**config.mk**
```make
export PLATFORM = sky130hd
export DESIGN_NAME = core_status_option_irq_regs
export DESIGN_NICKNAME = d
export VERILOG_FILES = /design/src/logic/core_regs_pkg.sv /design/src/logic/core_status_option_irq_regs.sv /design/src/logic/alu_flag_calc.sv /design/src/logic/ratio_divider.sv
export SDC_FILE = /design/constraint.sdc
export NUM_CORES = 1
export LEC_CHECK = 0
export BUFFER_PORTS_ARGS = -buffer_cell sky130_fd_sc_hd__buf_4
export CAP_MARGIN = 20
export CELL_PAD_IN_SITES_DETAIL_PLACEMENT = 0
export CELL_PAD_IN_SITES_GLOBAL_PLACEMENT = 1
export CORE_UTILIZATION = 43
export CTS_CLUSTER_DIAMETER = 120
export DETAILED_ROUTE_END_ITERATION = 7
export PLACE_DENSITY_LB_ADDON = 0.1
export SETUP_SLACK_MARGIN = 0.3
export SYNTH_ARGS = -nofsm -noshare
export SYNTH_HDL_FRONTEND = slang
export SYNTH_HIERARCHICAL = 1
export SYNTH_SLANG_ARGS = --single-unit
```
**constraint.sdc**
```tcl
create_clock -name sys_clk -period 3.75 [get_ports sys_clk]
set_input_delay 1.125 -clock sys_clk [delete_from_list [all_inputs] [get_ports sys_clk]]
set_output_delay 1.125 -clock sys_clk [all_outputs]
set_load 0.005 [all_outputs]
```
**src/logic/core_regs_pkg.sv**
```systemverilog
// Constants and carrier types for the core status, option and interrupt registers
package core_regs_pkg;

  // Register addresses as seen by the instruction datapath
  localparam logic [7:0] STATUS_ADDR = 8'h03;
  localparam logic [7:0] STATUS_ALT_ADDR = 8'h83;
  localparam logic [7:0] INTCTL_ADDR = 8'h0B;
  localparam logic [7:0] INTCTL_ALT_ADDR = 8'h8B;
  localparam logic [7:0] PERIPH_FLAG_ADDR = 8'h0C;
  localparam logic [7:0] OPTION_ADDR = 8'h81;
  localparam logic [7:0] PERIPH_EN_ADDR = 8'h8C;

  // Reset values; unknown arithmetic flags come up as zero
  localparam logic [7:0] STATUS_RESET = 8'h18;
  localparam logic [7:0] OPTION_RESET = 8'hFF;
  localparam logic [7:0] INTCTL_RESET = 8'h00;
  localparam logic [7:0] PERIPH_RESET = 8'h00;

  // Status register field positions
  localparam int ST_CARRY = 0;
  localparam int ST_DIGIT = 1;
  localparam int ST_ZERO = 2;
  localparam int ST_SLEEP = 3;
  localparam int ST_WDOG = 4;
  localparam int ST_BANK_LO = 5;
  localparam int ST_BANK_HI = 6;
  localparam int ST_INDIRECT = 7;

  // Option register field positions
  localparam int OPT_RATIO_LSB = 0;
  localparam int OPT_ASSIGN = 3;
  localparam int OPT_EDGE = 4;
  localparam int OPT_SRC = 5;
  localparam int OPT_POLARITY = 6;
  localparam int OPT_PULLUP_N = 7;

  // Interrupt control field positions
  localparam int IC_PIN_CHG_FLAG = 0;
  localparam int IC_EXT_FLAG = 1;
  localparam int IC_TMR_FLAG = 2;
  localparam int IC_PIN_CHG_EN = 3;
  localparam int IC_EXT_EN = 4;
  localparam int IC_TMR_EN = 5;
  localparam int IC_PERIPH = 6;
  localparam int IC_GLOBAL = 7;

  // Peripheral enable and flag field position
  localparam int PERIPH_ADC = 6;

  // Direct bank size in bytes and timer wrap value
  localparam int BANK_BYTES = 128;
  localparam logic [7:0] TIMER_MAX = 8'hFF;

  typedef enum logic [2:0] {
    OP_NONE = 3'b000,
    OP_ADD = 3'b001,
    OP_SUB = 3'b010,
    OP_ROTL = 3'b011,
    OP_ROTR = 3'b100,
    OP_LOGIC = 3'b101
  } alu_kind_type;

  typedef struct packed {
    alu_kind_type kind;
    logic [7:0] operandA;
    logic [7:0] operandB;
  } alu_req_type;

  typedef struct packed {
    logic zero;
    logic digit;
    logic carry;
    logic updZero;
    logic updDigit;
    logic updCarry;
  } alu_flags_type;

  typedef struct packed {
    logic write;
    logic [7:0] addr;
    logic [7:0] data;
  } reg_access_type;

endpackage : core_regs_pkg

```
**src/logic/core_status_option_irq_regs.sv**
```systemverilog
// Core status, option, interrupt control and peripheral enable registers
`timescale 1ns/1ns
// Overview of operation
// - Flag-updating ops block data write to flags
// - Timeout and sleep flags ignore writes
// - Bank pair selects 128-byte direct bank
// - Subtract adds complement; carry means no borrow
// - Timeout flag set by power-up, clear, sleep
// - Sleep flag cleared by sleep op
// - Zero flag follows zero result
// - Digit flag is carry from bit three
// - Carry flag is carry from top bit
// - Rotates load carry with shifted-out bit
// - Pull-ups on when option bit low
// - External edge chosen by polarity bit
// - Timer source and edge selectable
// - Prescaler goes to watchdog or timer
// - Ratio decodes to 2^(n+1) or 2^n
// - Flags set regardless of enables
// - Global gate blocks or passes interrupts
// - Peripheral gate blocks converter interrupt
// - Timer, pin edge, pin change set flags
// - Only converter enable bit is implemented
// - Per-source enables gate their flags
// - Converter done sets sticky flag
module core_status_option_irq_regs
  import core_regs_pkg::*;
#(
  parameter int PRESCALE_WIDTH = 8
)
(
  input wire logic sys_clk,
  input wire logic reset_n,
  input reg_access_type regAccess,
  input alu_req_type aluRequest,
  input wire logic watchdogClearOp,
  input wire logic sleepOp,
  input wire logic watchdogTimeout,
  input wire logic instrCycleTick,
  input wire logic watchdogBaseTick,
  input wire logic sharedPin,
  input wire logic [2:0] portPins,
  input wire logic adcDone,
  input wire logic [6:0] directOffset,
  output logic [7:0] regReadData,
  output logic [8:0] mappedAddr,
  output logic indirectBank,
  output logic [2:0] pullupEnable,
  output logic [7:0] timer0Count,
  output logic watchdogTick,
  output logic irqRequest
);

  logic [7:0] statusReg;
  logic [7:0] optionReg;
  logic [7:0] intCtlReg;
  logic adcEnable;
  logic adcFlag;
  logic pinPrev;
  logic [2:0] portPrev;
  alu_flags_type aluFlags;
  logic statusWrite;
  logic optionWrite;
  logic intCtlWrite;
  logic periphEnWrite;
  logic periphFlagWrite;
  logic extEdge;
  logic timerPinEdge;
  logic timerSource;
  logic timerTick;
  logic timerOverflow;
  logic pinChange;
  logic historyValid;
  logic pinRise;
  logic pinFall;
  logic prescaleIn;
  logic prescaleOut;
  logic [3:0] prescaleExp;
  logic [7:0] next_status;
  logic [7:0] next_intCtl;

  if (PRESCALE_WIDTH < 8)
  begin : g_width_check
    $error("PRESCALE_WIDTH must be at least 8");
  end

  // Both bank aliases reach the same register
  function automatic logic is_addr(input logic [7:0] addr, input logic [7:0] a,
                                   input logic [7:0] b);
    is_addr = (addr == a) || (addr == b);
  endfunction : is_addr

  function automatic logic [8:0] bank_address(input logic [1:0] bank,
                                              input logic [6:0] offset);
    bank_address = 9'(bank * BANK_BYTES) + {2'b00, offset};
  endfunction : bank_address

  alu_flag_calc flagCalc (
    .request(aluRequest),
    .carryIn(statusReg[ST_CARRY]),
    .flags(aluFlags)
  );

  assign statusWrite = regAccess.write && is_addr(regAccess.addr, STATUS_ADDR, STATUS_ALT_ADDR);
  assign intCtlWrite = regAccess.write && is_addr(regAccess.addr, INTCTL_ADDR, INTCTL_ALT_ADDR);
  assign optionWrite = regAccess.write && (regAccess.addr == OPTION_ADDR);
  assign periphEnWrite = regAccess.write && (regAccess.addr == PERIPH_EN_ADDR);
  assign periphFlagWrite = regAccess.write && (regAccess.addr == PERIPH_FLAG_ADDR);

  // Status register next value
  always_comb
  begin
    next_status = statusReg;
    if (statusWrite)
    begin
      next_status[ST_INDIRECT] = regAccess.data[ST_INDIRECT];
      next_status[ST_BANK_HI] = regAccess.data[ST_BANK_HI];
      next_status[ST_BANK_LO] = regAccess.data[ST_BANK_LO];
    end
    if (statusWrite && !(aluFlags.updZero || aluFlags.updDigit || aluFlags.updCarry))
    begin
      next_status[ST_ZERO] = regAccess.data[ST_ZERO];
      next_status[ST_DIGIT] = regAccess.data[ST_DIGIT];
      next_status[ST_CARRY] = regAccess.data[ST_CARRY];
    end
    if (aluFlags.updZero)
      next_status[ST_ZERO] = aluFlags.zero;
    if (aluFlags.updDigit)
      next_status[ST_DIGIT] = aluFlags.digit;
    if (aluFlags.updCarry)
      next_status[ST_CARRY] = aluFlags.carry;
    if (watchdogClearOp || sleepOp)
      next_status[ST_WDOG] = 1'b1;
    else if (watchdogTimeout)
      next_status[ST_WDOG] = 1'b0;
    if (sleepOp)
      next_status[ST_SLEEP] = 1'b0;
    else if (watchdogClearOp)
      next_status[ST_SLEEP] = 1'b1;
  end

  always_ff @(posedge sys_clk or negedge reset_n)
  begin
    if (!reset_n)
      statusReg <= STATUS_RESET;
    else
      statusReg <= next_status;
  end

  always_ff @(posedge sys_clk or negedge reset_n)
  begin
    if (!reset_n)
      optionReg <= OPTION_RESET;
    else if (optionWrite)
      optionReg <= regAccess.data;
  end

  // Pin history for edge and change detection; the first sample after
  // reset only primes it, so a pin idling high raises no false edge
  always_ff @(posedge sys_clk or negedge reset_n)
  begin
    if (!reset_n)
    begin
      pinPrev <= 1'b0;
      portPrev <= 3'b000;
      historyValid <= 1'b0;
    end
    else
    begin
      pinPrev <= sharedPin;
      portPrev <= portPins;
      historyValid <= 1'b1;
    end
  end

  // Edges are only trusted once the history holds a real sample
  assign pinRise = historyValid && sharedPin && !pinPrev;
  assign pinFall = historyValid && !sharedPin && pinPrev;

  assign extEdge = optionReg[OPT_POLARITY] ? pinRise : pinFall;

  assign timerPinEdge = optionReg[OPT_EDGE] ? pinFall : pinRise;
  assign timerSource = optionReg[OPT_SRC] ? timerPinEdge : instrCycleTick;

  assign pinChange = historyValid && (portPins != portPrev);

  assign prescaleIn = optionReg[OPT_ASSIGN] ? watchdogBaseTick : timerSource;

  assign prescaleExp = optionReg[OPT_ASSIGN]
    ? {1'b0, optionReg[OPT_RATIO_LSB +: 3]}
    : {1'b0, optionReg[OPT_RATIO_LSB +: 3]} + 4'h1;

  // Reassigning the prescaler restarts it so no stale count leaks across
  ratio_divider #(
    .WIDTH(PRESCALE_WIDTH)
  ) prescaler (
    .sys_clk(sys_clk),
    .reset_n(reset_n),
    .clear(optionWrite),
    .tickIn(prescaleIn),
    .exponent(prescaleExp),
    .tickOut(prescaleOut)
  );

  // Timer runs 1:1 when prescaler serves watchdog
  assign timerTick = optionReg[OPT_ASSIGN] ? timerSource : prescaleOut;
  assign timerOverflow = timerTick && (timer0Count == TIMER_MAX);

  always_ff @(posedge sys_clk or negedge reset_n)
  begin
    if (!reset_n)
      timer0Count <= 8'h00;
    else if (timerTick)
      timer0Count <= timer0Count + 8'h01;
  end

  always_ff @(posedge sys_clk or negedge reset_n)
  begin
    if (!reset_n)
      watchdogTick <= 1'b0;
    else
      watchdogTick <= optionReg[OPT_ASSIGN] ? prescaleOut : watchdogBaseTick;
  end

  // Interrupt control next value; a set in the clearing cycle wins
  always_comb
  begin
    next_intCtl = intCtlWrite ? regAccess.data : intCtlReg;
    if (timerOverflow)
      next_intCtl[IC_TMR_FLAG] = 1'b1;
    if (extEdge)
      next_intCtl[IC_EXT_FLAG] = 1'b1;
    if (pinChange)
      next_intCtl[IC_PIN_CHG_FLAG] = 1'b1;
  end

  always_ff @(posedge sys_clk or negedge reset_n)
  begin
    if (!reset_n)
      intCtlReg <= INTCTL_RESET;
    else
      intCtlReg <= next_intCtl;
  end

  always_ff @(posedge sys_clk or negedge reset_n)
  begin
    if (!reset_n)
      adcEnable <= PERIPH_RESET[PERIPH_ADC];
    else if (periphEnWrite)
      adcEnable <= regAccess.data[PERIPH_ADC];
  end

  always_ff @(posedge sys_clk or negedge reset_n)
  begin
    if (!reset_n)
      adcFlag <= PERIPH_RESET[PERIPH_ADC];
    else if (adcDone)
      adcFlag <= 1'b1;
    else if (periphFlagWrite)
      adcFlag <= regAccess.data[PERIPH_ADC];
  end

  always_ff @(posedge sys_clk or negedge reset_n)
  begin
    if (!reset_n)
      irqRequest <= 1'b0;
    else
      irqRequest <= intCtlReg[IC_GLOBAL] &&
        ((intCtlReg[IC_TMR_EN] && intCtlReg[IC_TMR_FLAG]) ||
         (intCtlReg[IC_EXT_EN] && intCtlReg[IC_EXT_FLAG]) ||
         (intCtlReg[IC_PIN_CHG_EN] && intCtlReg[IC_PIN_CHG_FLAG]) ||
         (intCtlReg[IC_PERIPH] && adcEnable && adcFlag));
  end

  always_ff @(posedge sys_clk or negedge reset_n)
  begin
    if (!reset_n)
      pullupEnable <= 3'b000;
    else
      pullupEnable <= {3{!optionReg[OPT_PULLUP_N]}};
  end

  always_ff @(posedge sys_clk or negedge reset_n)
  begin
    if (!reset_n)
    begin
      mappedAddr <= 9'h000;
      indirectBank <= 1'b0;
    end
    else
    begin
      mappedAddr <= bank_address(statusReg[ST_BANK_HI:ST_BANK_LO], directOffset);
      indirectBank <= statusReg[ST_INDIRECT];
    end
  end

  // Registered read; unmapped addresses and unimplemented bits read zero
  always_ff @(posedge sys_clk or negedge reset_n)
  begin
    if (!reset_n)
      regReadData <= 8'h00;
    else if (is_addr(regAccess.addr, STATUS_ADDR, STATUS_ALT_ADDR))
      regReadData <= statusReg;
    else if (is_addr(regAccess.addr, INTCTL_ADDR, INTCTL_ALT_ADDR))
      regReadData <= intCtlReg;
    else if (regAccess.addr == OPTION_ADDR)
      regReadData <= optionReg;
    else if (regAccess.addr == PERIPH_EN_ADDR)
      regReadData <= 8'(adcEnable) << PERIPH_ADC;
    else if (regAccess.addr == PERIPH_FLAG_ADDR)
      regReadData <= 8'(adcFlag) << PERIPH_ADC;
    else
      regReadData <= 8'h00;
  end

endmodule : core_status_option_irq_regs

```
**src/logic/alu_flag_calc.sv**
```systemverilog
// Arithmetic flag computation for add, subtract, rotate and logic results
`timescale 1ns/1ns
module alu_flag_calc
  import core_regs_pkg::*;
(
  input alu_req_type request,
  input logic carryIn,
  output alu_flags_type flags
);

  logic [8:0] sum;
  logic [4:0] lowSum;

  always_comb
  begin
    sum = 9'h000;
    lowSum = 5'h00;
    flags = '0;
    unique case (request.kind)
      OP_ADD:
      begin
        sum = {1'b0, request.operandA} + {1'b0, request.operandB};
        lowSum = {1'b0, request.operandA[3:0]} + {1'b0, request.operandB[3:0]};
        flags = '{zero: (sum[7:0] == 8'h00), digit: lowSum[4], carry: sum[8],
                  updZero: 1'b1, updDigit: 1'b1, updCarry: 1'b1};
      end
      OP_SUB:
      begin
        sum = {1'b0, request.operandA} + {1'b0, ~request.operandB} + 9'h001;
        lowSum = {1'b0, request.operandA[3:0]} + {1'b0, ~request.operandB[3:0]} + 5'h01;
        flags = '{zero: (sum[7:0] == 8'h00), digit: lowSum[4], carry: sum[8],
                  updZero: 1'b1, updDigit: 1'b1, updCarry: 1'b1};
      end
      OP_ROTL:
      begin
        flags = '{zero: 1'b0, digit: 1'b0, carry: request.operandA[7],
                  updZero: 1'b0, updDigit: 1'b0, updCarry: 1'b1};
      end
      OP_ROTR:
      begin
        flags = '{zero: 1'b0, digit: 1'b0, carry: request.operandA[0],
                  updZero: 1'b0, updDigit: 1'b0, updCarry: 1'b1};
      end
      OP_LOGIC:
      begin
        flags = '{zero: (request.operandA == 8'h00), digit: 1'b0, carry: carryIn,
                  updZero: 1'b1, updDigit: 1'b0, updCarry: 1'b0};
      end
      OP_NONE:
      begin
        flags = '0;
      end
      default:
      begin
        flags = '0;
      end
    endcase
  end

endmodule : alu_flag_calc

```
**src/logic/ratio_divider.sv**
```systemverilog
// Shared binary prescaler with a selectable power-of-two ratio
`timescale 1ns/1ns
module ratio_divider
  import core_regs_pkg::*;
#(
  parameter int WIDTH = 8
)
(
  input wire logic sys_clk,
  input wire logic reset_n,
  input wire logic clear,
  input wire logic tickIn,
  input wire logic [3:0] exponent,
  output logic tickOut
);

  logic [WIDTH-1:0] count;
  logic [WIDTH-1:0] mask;

  // Elaboration check: the top ratio needs eight counter bits
  if (WIDTH < 8)
  begin : g_width_check
    $error("ratio_divider needs at least 8 bits for 1:256");
  end

  // A ratio of 2^k fires when the low k bits are all ones
  assign mask = WIDTH'((1 << exponent) - 1);
  assign tickOut = tickIn && ((count & mask) == mask);

  always_ff @(posedge sys_clk or negedge reset_n)
  begin
    if (!reset_n)
      count <= '0;
    else if (clear)
      count <= '0;
    else if (tickIn)
      count <= count + WIDTH'(1);
  end

endmodule : ratio_divider

```
* Word-level counts from Yosys, hierarchy flattened
Index checks and enable logic that the tools add are counted.
** Storage, ports and cells
- Register bits :: 68
- Input bits :: 55
- Logic and storage cells :: 129
** Cells by class
- Add/sub/neg operators :: 11
- Equality and inequality tests :: 16
- Shift-type cells :: 1
- Muxes and demuxes :: 29
- Bitwise logic cells :: 3
- Reduce and logical (&&, ||, !) cells :: 45
** Operator list (count)
- $eq 8x8->1 const B :: 5
- $mux 8 :: 5
- $pmux 6 s5 :: 1
- $logic_not 8->1 :: 3
- $reduce_bool 2->1 :: 10
- $logic_and 1x1->1 :: 19
- $add 8x8->9 :: 2
- $mux 1 :: 18
- $add 8x1->8 const B :: 2
- $eq 8x4->1 const B :: 2
- $mux 7 :: 2
- $add 4x4->5 :: 2
- $add 9x1->9 const B :: 1
- $add 9x7->9 :: 1
- $and 8x8->8 :: 1
- $eq 8x2->1 const B :: 1
- $eq 8x8->1 :: 1
- $logic_or 1x1->1 :: 8
- $not 8->8 :: 1
- $shl 1x4->8 const A :: 1
- $sub 8x2->8 const B :: 1
- $eq 3x2->1 const B :: 2
- $eq 3x3->1 const B :: 2
- $mux 3 :: 2
- other kinds (9) :: 12

* Logic depth before layout (Yosys ltp)
Gate-level depths: netlist of the first run.
- Depth after elaboration :: 11
- Depth in mapped cells :: 13
- Depth with buffers taken out :: 13

* Hierarchy
The synthesis of the first run kept the hierarchy.
** By module, submodules not included
- core_status_option_irq_regs :: instances 1, cells each 207, area an instance 2633.8 um2
- alu_flag_calc :: instances 1, cells each 136, area an instance 963.4 um2
- ratio_divider :: instances 1, cells each 61, area an instance 548.0 um2

* Worst setup path after synthesis of the first run
No wires, ideal clock.
- Path type :: register -> register
- Start :: register optionReg[3]
- End :: register intCtlReg[2]
- Library setup time :: 0.120 ns
- Arrival time :: 3.204 ns
- Setup slack :: 0.426 ns
- Stages on the path, launching flop included :: 13
- Period minus slack after synthesis :: 3.324 ns
- Cells stage by stage :: dfstp_2 clkbuf_1 mux2_2 nor2_1 nand3_1 ha_1 or3_1 a211oi_2 nor4_1 o211a_1 mux2i_1 a21boi_0 a31o_2
** Between the ends
- Cells in the longest elaborated chain, start to end :: 9
** Ends and longest elaborated chain
- from (decl) :: RTL line core_status_option_irq_regs.sv:55 : logic [7:0] optionReg;
- from (signal assigned) :: RTL line core_status_option_irq_regs.sv:155 : optionReg <= regAccess.data;
- $mux 4 (*) :: RTL line core_status_option_irq_regs.sv:190 : ? {1'b0, optionReg[OPT_RATIO_LSB +: 3]}
- via prescaleExp[1] :: RTL line core_status_option_irq_regs.sv:78 : logic [3:0] prescaleExp;
- $shl 1x4->8 (*) :: RTL line ratio_divider.sv:27 : assign mask = WIDTH'((1 << exponent) - 1);
- $sub 8x2->8 (*) :: RTL line ratio_divider.sv:27
- $and 8x8->8 :: RTL line ratio_divider.sv:28 : assign tickOut = tickIn && ((count & mask) == mask);
- $eq 8x8->1 (*) :: RTL line ratio_divider.sv:28
- $logic_and 1x1->1 (*) :: RTL line ratio_divider.sv:28
- via prescaleOut :: RTL line core_status_option_irq_regs.sv:77 : logic prescaleOut;
- $mux 1 (*) :: RTL line core_status_option_irq_regs.sv:206 : assign timerTick = optionReg[OPT_ASSIGN] ? timerSource : prescaleOut;
- $logic_and 1x1->1 (*) :: RTL line core_status_option_irq_regs.sv:207 : assign timerOverflow = timerTick && (timer0Count == TIMER_MAX);
- $mux 1 or $reduce_bool 2->1 (tied branches)
- to (signal assigned) :: RTL line core_status_option_irq_regs.sv:242 : intCtlReg <= next_intCtl;
- to (decl) :: RTL line core_status_option_irq_regs.sv:56 : logic [7:0] intCtlReg;
The timed path passes the listed nets; every way through them passes the cells marked *.
A chain may end at the register's enable or synchronous reset.

* Worst setup path after layout of the first run
Ends and elaborated chain as after synthesis.

==> flow_summary.json, run 1 <==
{
  "final_cell_area_sq_um": 5130,
  "slew_headroom": 0.441,
  "grt_pass1_vias": 3221,
  "worst_slack_ps": 508,
  "period_share": 0.865,
  "drv_slew": 0,
  "tns_ps": 0,
  "seq_area_frac_synth": 0.414,
  "wl_um": 9350,
  "layout-drive-gt1-share": 0.322,
  "synth_edf_count": 0,
  "vias": 3323,
  "ctsResizeCount": 1,
  "dr.pass1.iters": 4,
  "ys_seq_elements": 68,
  "cp_cell_sequence": "mux2_2 > nor2_2 > nand3_1 > ha_1 > or3_1 > a211oi_2 > nor4_1 > o211a_1 > mux2i_4 > a21boi_0 > a31o_2",
  "drc": 0,
  "cp-start-kind": "register",
  "cp-end-kind": "register",
  "top_layer_used": "met4",
  "grt_max_degree": 69,
  "syn_inst": 404,
  "final_common_cell": "buf_4",
  "ys.flop_type": "dfrtp_1",
  "power_density_nw_per_um2": 410,
  "cts_made_buffers": 9,
  "globalplace.congestion": 0.853,
  "tightest_slew_ps": 839,
  "cts_tree": "yes",
  "crit_type": "reg -> reg",
  "clkSinkCount": 68,
  "cts-hold-fix-buffers": 0,
  "yosys_warnings": 6,
  "setup_viol": 0,
  "grtUsageTotal": 0.201,
  "grt_antenna_before_repair": 0,
  "finalHoldViolCount": 0,
  "num_io_pins": 86,
  "pre_cts_ws_ps": 274,
  "ant_nets": 0,
  "grt_pass1_wl_um": 15700,
  "wl_per_cell_um": 14.9,
  "syn_to_final_growth_pct": 23.8,
  "crit_fanout": 12,
  "overflow": 0,
  "drv_cap": 0,
  "vdd_ir_drop_max_mv": 0.257,
  "final_cell_mix": "89 x buf_4, 58 x dfrtp_1, 31 x nand2_1, 26 x nor2_1, 23 x inv_1",
  "netlist-cell-type-count": 79,
  "synth_top_area_cell": "dfrtp_1",
  "skew_ps": 14.5,
  "start_util": 0.446,
  "core_sq_um": 9280,
  "synthArstFlopShare": 1.00,
  "cts_root_buf": "clkbuf_8",
  "netlist.area_leader.share": 0.350,
  "htreeDepth": 3,
  "timing.fmax_mhz": 308,
  "dr_wl_met3_um": 444,
  "min_path_type": "reg -> reg",
  "clk_pin_slew_ps": 90,
  "worstPathArrival_ps": 3490,
  "critPathMaxStageDelay_ps": 710,
  "cts_max_path_buffers": 2,
  "post-route-min-period_ps": 3240,
  "hpwl_um": 7090,
  "drt_iter0_drc": 137,
  "avgSynthCellArea_sq_um": 10.3,
  "rows": 35,
  "synthTopCellsByArea": "dfrtp_1 35%, ha_1 6.6%, dfstp_2 6.3%",
  "dieArea_sq_um": 10000,
  "rsz0062_at_grt": "no",
  "nNetsFinal": 570,
  "die_w_um": 100,
  "placed_cell_area_sq_um": 4910,
  "drt-met1-wl_um": 4490,
  "required_ps": 3990,
  "p_leak_uw": 0.00235,
  "dieHeight_um": 100,
  "antenna_cells": 0,
  "syn_area_sq_um": 4150,
  "wl_met2_um": 4330,
  "clk_latency_ps": 350,
  "via_per_inst": 5.31,
  "synth_nets": 482,
  "outcome": "complete, no violations",
  "port_buffers": 85,
  "cts_setup_buffers": 0,
  "crit_path_top_delay_cell": "dfstp_4"
}
==> area by class of cell <==
cell class / count / area, sq um
repair buffers: 89 / 668
well taps: 129 / 161
flip-flops and latches: 68 / 1720
inverters: 24 / 90.1
fillers: 874 / 4150
clock inverters: 7 / 81.3
multi-input cells: 300 / 2290
clock buffers: 9 / 124
==> metal layers <==
metal,vias up,track usage
met4,0,0.0602
met1,1602,0.284
met5,-,0
met2,87,0.315
met3,6,0.0362
li1,1628,-
==> synthesized netlist by cell type, drive strengths merged, types with 3 or more instances <==
| cell | number |
|---|---|
| dfrtp | 58 |
| nand2 | 32 |
| nor2 | 29 |
| inv | 24 |
| mux2 | 23 |
| ha | 22 |
| o21ai | 20 |
| a21oi | 13 |
| xor2 | 13 |
| nand3 | 12 |
| nand2b | 11 |
| dfstp | 10 |
| nor2b | 9 |
| xnor2 | 9 |
| a22oi | 8 |
| buf | 7 |
| mux2i | 7 |
| nor4 | 7 |
| or3 | 6 |
| and3 | 5 |
| clkbuf | 5 |
| nand4 | 5 |
| nor3 | 5 |
| nor3b | 4 |
| o2111ai | 4 |
| o21a | 4 |
| a211oi | 3 |
| o211a | 3 |
| o211ai | 3 |
| o22ai | 3 |
==> stage by stage <==
stage	util	std cells	total power [uW]	hold WS [ps]
3_3_place_gp	0.529	610	1470	367
2_1_floorplan	-	404	1260	354
3_5_place_dp	0.529	610	1480	367
6_report	0.553	626	2100	391
5_1_grt	0.553	626	2230	412
4_1_cts	0.551	626	2120	395
==> cell families after synthesis <==
kind of cell / synth area share
AND/OR/NAND/NOR: 0.195
AO/OA/AOI/OAI: 0.154
flip-flops: 0.414
buffers and inverters: 0.0377
multiplexers: 0.0812
adder cells (fa/ha/maj): 0.0712
XOR/XNOR: 0.0465
other: 0.000905
==> flip-flops by register name, summed over array words and instances, names as in the netlist, 3 cells and up <==
register	cells
prescaler/count	8
intCtlReg	8
regReadData	8
mappedAddr	9
statusReg	8
timer0Count	8
optionReg	8
portPrev	3
==> worst paths after layout <==
check,from,to,slack (ps),depth (start not counted)
worst max register to register,optionReg[3],intCtlReg[2],510,11
min in group asynchronous,reset_n,pullupEnable[0],870,1
worst max-delay path,optionReg[3],intCtlReg[2],510,11
max in group asynchronous,reset_n,adcFlag,2330,1
worst min-delay path,statusReg[6],mappedAddr[8],390,0
worst min register to register,statusReg[6],mappedAddr[8],390,0
==> power by group <==
group          total, uW  internal [uW]  switching (uW)  leakage (uW)
sequential           953            834             118      0.000827
combinational        526            270             256       0.00143
clock                626            316             309      0.000101
==> critical path: cells and delay by family, from the launching register on <==
family          cells  cell delay (ps)
fa+ha+maj           1              250
simple gates        4              690
compound gates      4              830
flops               1              710
mux                 2              630
Note: power is estimated with default switching activity, not from simulation.
==> run 2, diff against run 1 <==
Settings changed: CORE_UTILIZATION 43 to 42, SYNTH_HIERARCHICAL 1 to not set.
==> run 2 against run 1 <==
  * Global-route usage up 0.14 points
  * Final cell count up 2.9%
  * Worst hold slack worse by 6.1 ps
  * Setup slack better by 99 ps
  * Area after synthesis down 1.3%
  * Via count up 2.1%
  * Sequential cell count unchanged
  * Die area up 1.0%
  * Largest power group unchanged
==> flow_summary.json, run 2 <==
{
  "final_common_cell": "buf_4",
  "final_cell_mix": "96 x buf_4, 58 x dfrtp_1, 38 x nand2_1, 34 x inv_1, 30 x nor2_1",
  "rows": 35,
  "netlist.area_leader.share": 0.355,
  "synth_top_area_cell": "dfrtp_1",
  "min_path_type": "reg -> reg",
  "multiInputGateArea_sq_um": 2180,
  "port_buffers": 85,
  "core_sq_um": 9330,
  "dr.pass1.iters": 7,
  "synth_most_common_cell": "dfrtp_1",
  "synth.area.mux_share": 0.0584,
  "grt_max_degree": 69,
  "netlist-cell-type-count": 70,
  "setup_viol": 0,
  "syn_area_sq_um": 4090,
  "vias": 3393,
  "ant_nets": 0,
  "drt_iter0_drc": 177,
  "via_per_inst": 5.27,
  "hpwl_um": 7120,
  "clkSinkCount": 68,
  "synth_edf_count": 0,
  "wl_per_cell_um": 14.9,
  "largest_reg_flops": 9,
  "synth_top_family_by_area": "simple AND/OR/NAND/NOR gates",
  "clk_pin_slew_ps": 80,
  "slew_headroom": 0.434,
  "vdd_ir_drop_max_mv": 0.262,
  "syn_inst": 420,
  "cts_made_buffers": 9,
  "outcome": "complete, no violations",
  "synthArstFlopShare": 1.00,
  "cp-end-kind": "register",
  "ys.flop_type": "dfrtp_1",
  "skew_ps": 9.07,
  "cts_root_buf": "clkbuf_8",
  "synth_fa_ha_area_frac": 0.0710,
  "synth_nets": 497,
  "dieHeight_um": 101,
  "drv_slew": 0,
  "globalplace.congestion": 0.868,
  "placed_cell_area_sq_um": 4820,
  "seq_area_sq_um": 1710,
  "grt_pass1_vias": 3155,
  "crit_fanout": 9,
  "synthTopCellsByArea": "dfrtp_1 35%, dfstp_2 6.4%, ha_1 6.1%",
  "pre_cts_ws_ps": 303,
  "fillerInstances": 870,
  "layout-drive-gt1-share": 0.283,
  "rsz0062_at_grt": "no",
  "crit_type": "reg -> reg",
  "synth_common_cells": "58 x dfrtp_1, 38 x nand2_1, 34 x inv_1, 30 x nor2_1, 22 x a21oi_1",
  "synth-compound-area-share": 0.159,
  "grtUsageTotal": 0.202,
  "overflow": 0,
  "worstPathArrival_ps": 3370,
  "yosys_warnings": 0,
  "ys_seq_elements": 68,
  "power_density_nw_per_um2": 414,
  "cts_max_path_buffers": 2,
  "clk_latency_ps": 340,
  "largest-register": "mappedAddr",
  "grt_antenna_before_repair": 0,
  "wl_um": 9620,
  "dieArea_sq_um": 10100,
  "cts-hold-fix-buffers": 0,
  "tightest_slew_ps": 849,
  "drv_cap": 0,
  "grt_pass1_wl_um": 15700,
  "worst_slack_ps": 607,
  "finalHoldViolCount": 0,
  "tns_ps": 0,
  "synth-xor-area-share": 0.0557,
  "htreeDepth": 3,
  "synthSimpleGateAreaFrac": 0.180,
  "cp-start-kind": "register",
  "syn_to_final_growth_pct": 24.6,
  "drc": 0,
  "post-route-min-period_ps": 3140,
  "final_cell_area_sq_um": 5100,
  "antenna_cells": 0,
  "timing.fmax_mhz": 318,
  "nNetsFinal": 587,
  "period_share": 0.838,
  "p_leak_uw": 0.00241,
  "avgSynthCellArea_sq_um": 9.74,
  "num_io_pins": 86,
  "cts_tree": "yes",
  "seq_area_frac_synth": 0.419,
  "die_w_um": 101,
  "start_util": 0.438,
  "required_ps": 3980
}
## run 2: cell count changes after synthesis, moves of 5 or more
cell	previous run	this run
inv_1	23	34
a21oi_1	13	22
a222oi_1	1	9
nand2_1	31	38
o21ai_0	20	13
a22oi_1	8	2
mux2_2	20	14
a31oi_1	1	6
nand2b_1	11	6
nor3_1	3	8
or3_1	6	1
xnor2_1	9	14
## run 2: timing repair
action,CTS,global route
gates cloned,0,1
resized for setup,0,4
endpoints found under the setup margin,1,10
pin swaps,1,1
buffers inserted,0,7
hold endpoints to repair,0,0
## run 2: cell type report
type	count	area share
tap	129	0.0317
sequential	68	0.336
inverter	35	0.0258
clock buffer	10	0.0250
multi-input combinational	300	0.427
timing repair buffer	96	0.141
clock inverter	6	0.0128
## run 2: worst max-delay path, stage by stage, from the launching register on
cell,delay (ps)
dfstp_2,610
ha_2,280
or2_1,160
nand2_1,70
a21oi_2,210
ha_2,270
nand2_1,70
o2bb2ai_1,170
or2_1,170
xnor2_1,150
o22ai_2,160
a211oi_4,360
mux2_1,350
## run 2: logic make-up (layout without fill, tap and decap cells)
logic type / Yosys count / count (layout)
DFF: 68 / 68
buffers and inverters: 53 / 147
and+or+nand+nor: 139 / 139
other: 1 / 1
AOI/OAI and AO/OA: 89 / 90
adders and majority gates: 22 / 22
xor gates and xnor gates: 26 / 26
muxes: 22 / 22
## run 2: per-stage QoR
stage,utilization,std cells,hold slack (ps),power (uW)
2_1_floorplan,-,420,354,1280
3_3_place_gp,0.517,620,364,1510
3_5_place_dp,0.517,620,366,1510
4_1_cts,0.538,636,388,2120
5_1_grt,0.546,644,411,2260
6_report,0.546,644,385,2110
## run 2: worst paths after layout
check                      cells after the start  slack (ps)    startpoint        endpoint
hold reg to reg                                0         390  statusReg[6]   mappedAddr[8]
max in group asynchronous                      1        2300       reset_n     portPrev[0]
hold / removal                                 0         390  statusReg[6]   mappedAddr[8]
setup reg to reg                              12         610  optionReg[1]  timer0Count[1]
min in group asynchronous                      1         870       reset_n  regReadData[6]
setup / recovery                              12         610  optionReg[1]  timer0Count[1]
## run 2: routing by layer
metal | up-vias | GRT usage | wire length [um] | part of all wire
met5 | - | 0 | 0 | 0
met2 | 103 | 0.306 | 4270 | 0.44
met1 | 1604 | 0.295 | 4670 | 0.48
met4 | 0 | 0.0591 | 140 | 0.015
li1 | 1674 | - | - | -
met3 | 12 | 0.0374 | 547 | 0.057
## run 2: power by group
part | internal [uW] | switching (uW) | leakage [uW] | total (uW)
sequential | 845 | 126 | 0.000826 | 972
combinational | 290 | 255 | 0.00149 | 545
clock | 307 | 287 | 0.0000962 | 594
total | 1440 | 668 | 0.00241 | 2110
==> run 3, diff against run 2 <==
Clock period 3.75 ns to 2.9 ns, I/O delays scaled along.
==> run 3 against run 2 <==
  * Worst hold slack worse by 0.55 ps
  * Sequential share of layout area fell by 1.4 points
  * Routed wire length increased by 5.0%
  * First-iteration DRC count is 7.9% lower
  * Fmax up 13%
  * Global-route usage grew 0.70 points
  * Final cell count grew 2.0%
  * Sequential cell count unchanged
  * Setup slack got worse by 490 ps
  * Largest cell class unchanged
  * Largest power group unchanged
==> flow_summary.json, run 3 (synthesis results as in run 2) <==
{
  "cp-start-kind": "register",
  "swShare": 0.311,
  "grt_max_degree": 69,
  "critPathMaxStageDelay_ps": 570,
  "via_per_inst": 5.28,
  "worstPathArrival_ps": 3000,
  "core_sq_um": 9330,
  "setup_viol": 0,
  "cts_max_path_buffers": 2,
  "final_common_cell": "buf_4",
  "outcome": "complete, no violations",
  "cts_made_buffers": 9,
  "drv_slew": 0,
  "pwr-share-clk": 0.282,
  "start_util": 0.438,
  "p_leak_uw": 0.00251,
  "crit_path_top_delay_cell": "dfstp_2",
  "cp-end-kind": "register",
  "slew_headroom": 0.443,
  "cts_tree": "yes",
  "die_w_um": 101,
  "clkSinkCount": 68,
  "placed_cell_area_sq_um": 4950,
  "vias": 3467,
  "seqPwrFrac": 0.439,
  "timing.fmax_mhz": 359,
  "p_int_uw": 1970,
  "grtUsageTotal": 0.209,
  "hpwl_um": 7470,
  "crit_fanout": 7,
  "num_io_pins": 86,
  "rows": 35,
  "wl_um": 10100,
  "vdd_ir_drop_max_mv": 0.410,
  "cp_cell_sequence": "ha_4 > buf_6 > inv_4 > a21oi_2 > a21oi_2 > ha_4 > o2111a_1 > or2_4 > xnor2_2 > o22ai_2 > a211oi_4 > buf_6 > mux2_4",
  "nNetsFinal": 600,
  "wl_per_cell_um": 15.4,
  "drv_cap": 0,
  "finalHoldViolCount": 0,
  "clk_pin_slew_ps": 80,
  "skew_ps": 12.9,
  "period_share": 0.961,
  "largest-register": "mappedAddr",
  "globalplace.congestion": 0.813,
  "required_ps": 3110,
  "drt_iter0_drc": 163,
  "final_cell_area_sq_um": 5320,
  "largest_reg_flops": 9,
  "power_density_nw_per_um2": 537,
  "syn_to_final_growth_pct": 30.2,
  "clk_latency_ps": 330,
  "port_buffers": 85,
  "rsz0062_at_grt": "yes",
  "worst_slack_ps": 112,
  "p_sw_uw": 888,
  "final_cell_mix": "107 x buf_4, 58 x dfrtp_1, 37 x nand2_1, 33 x inv_1, 29 x nor2_1",
  "crit_type": "reg -> reg",
  "overflow": 0,
  "min_path_type": "reg -> reg",
  "tightest_slew_ps": 835,
  "ant_nets": 0,
  "cts-hold-fix-buffers": 0,
  "layout-drive-gt1-share": 0.335,
  "cts_root_buf": "clkbuf_8",
  "antenna_cells": 0,
  "grt_pass1_wl_um": 16500,
  "pre_cts_ws_ps": -13.7,
  "dieArea_sq_um": 10100,
  "dr.pass1.iters": 5,
  "post-route-min-period_ps": 2790,
  "grt_pass1_vias": 3326,
  "dieHeight_um": 101,
  "pwr-share-comb": 0.279,
  "htreeDepth": 3,
  "drc": 0,
  "grt_antenna_before_repair": 0
}
-- run 3: changes by cell type in the layout (fill, tap and decap cells not counted), sizes merged --
| cell | previous run | this run |
|---|---|---|
| clkinv | 4 | 1 |
| buf | 96 | 110 |
| clkbuf | 10 | 11 |
| clkinvlp | 1 | 2 |
| a211oi | 4 | 3 |
| inv | 35 | 36 |
-- run 3: final timing paths --
| kind | startpoint | to | slack [ps] | cells after the start |
|---|---|---|---|---|
| worst max-delay path | optionReg[1] | timer0Count[1] | 110 | 13 |
| worst min-delay path | statusReg[6] | mappedAddr[8] | 380 | 0 |
| worst max register to register | optionReg[1] | timer0Count[1] | 110 | 13 |
| worst min register to register | statusReg[6] | mappedAddr[8] | 380 | 0 |
| max in group asynchronous | reset_n | timer0Count[2] | 1710 | 1 |
| min in group asynchronous | reset_n | mappedAddr[3] | 630 | 1 |
-- run 3: power by group through the flow --
stage / sequential [uW] / combinational [uW] / clock [uW]
floorplan: 1230 / 453 / 0
global placement: 1260 / 724 / 0
CTS: 1250 / 785 / 841
global route: 1280 / 886 / 879
detailed placement: 1270 / 740 / 0
finish: 1260 / 798 / 807
-- run 3: area by class of cell --
type                       count  area (sq um)
clock inverter                 5          58.8
timing repair buffer         110           837
multi-input combinational    299          2270
inverter                      35           134
tap                          129           161
clock buffer                  11           151
sequential                    68          1710
fill                         875          4000
-- run 3: layer usage --
| layer | part of all wire | GRT usage |
|---|---|---|
| met1 | 0.46 | 0.278 |
| met2 | 0.48 | 0.350 |
| met3 | 0.050 | 0.0368 |
| met4 | 0.0079 | 0.0613 |
| met5 | 0 | 0 |
-- run 3: timing repair --
item,CTS,global route
pin swaps,14,6
setup endpoints to repair,10,11
setup buffers,8,1
cloned,1,0
gates resized for setup,13,9
-- run 3: through the flow --
step	total power, uW	instances	hold WS, ps	setup TNS, ps	util
2_1_floorplan	1680	420	354	0	-
3_5_place_dp	2010	631	375	-27.1	0.531
4_1_cts	2880	656	388	0	0.566
5_1_grt	3040	657	408	0	0.571
6_report	2860	657	384	0	0.571
3_3_place_gp	1990	631	363	0	0.531
-- run 3: worst max-delay path, delay by kind of cell, from the launching register on --
| family | cells | cell delay (ps) |
|---|---|---|
| compound gates | 5 | 710 |
| flops | 1 | 570 |
| fa+ha+maj | 2 | 370 |
| buf+inv | 3 | 290 |
| mux | 1 | 290 |
| simple gates | 1 | 270 |
| xor+xnor | 1 | 190 |
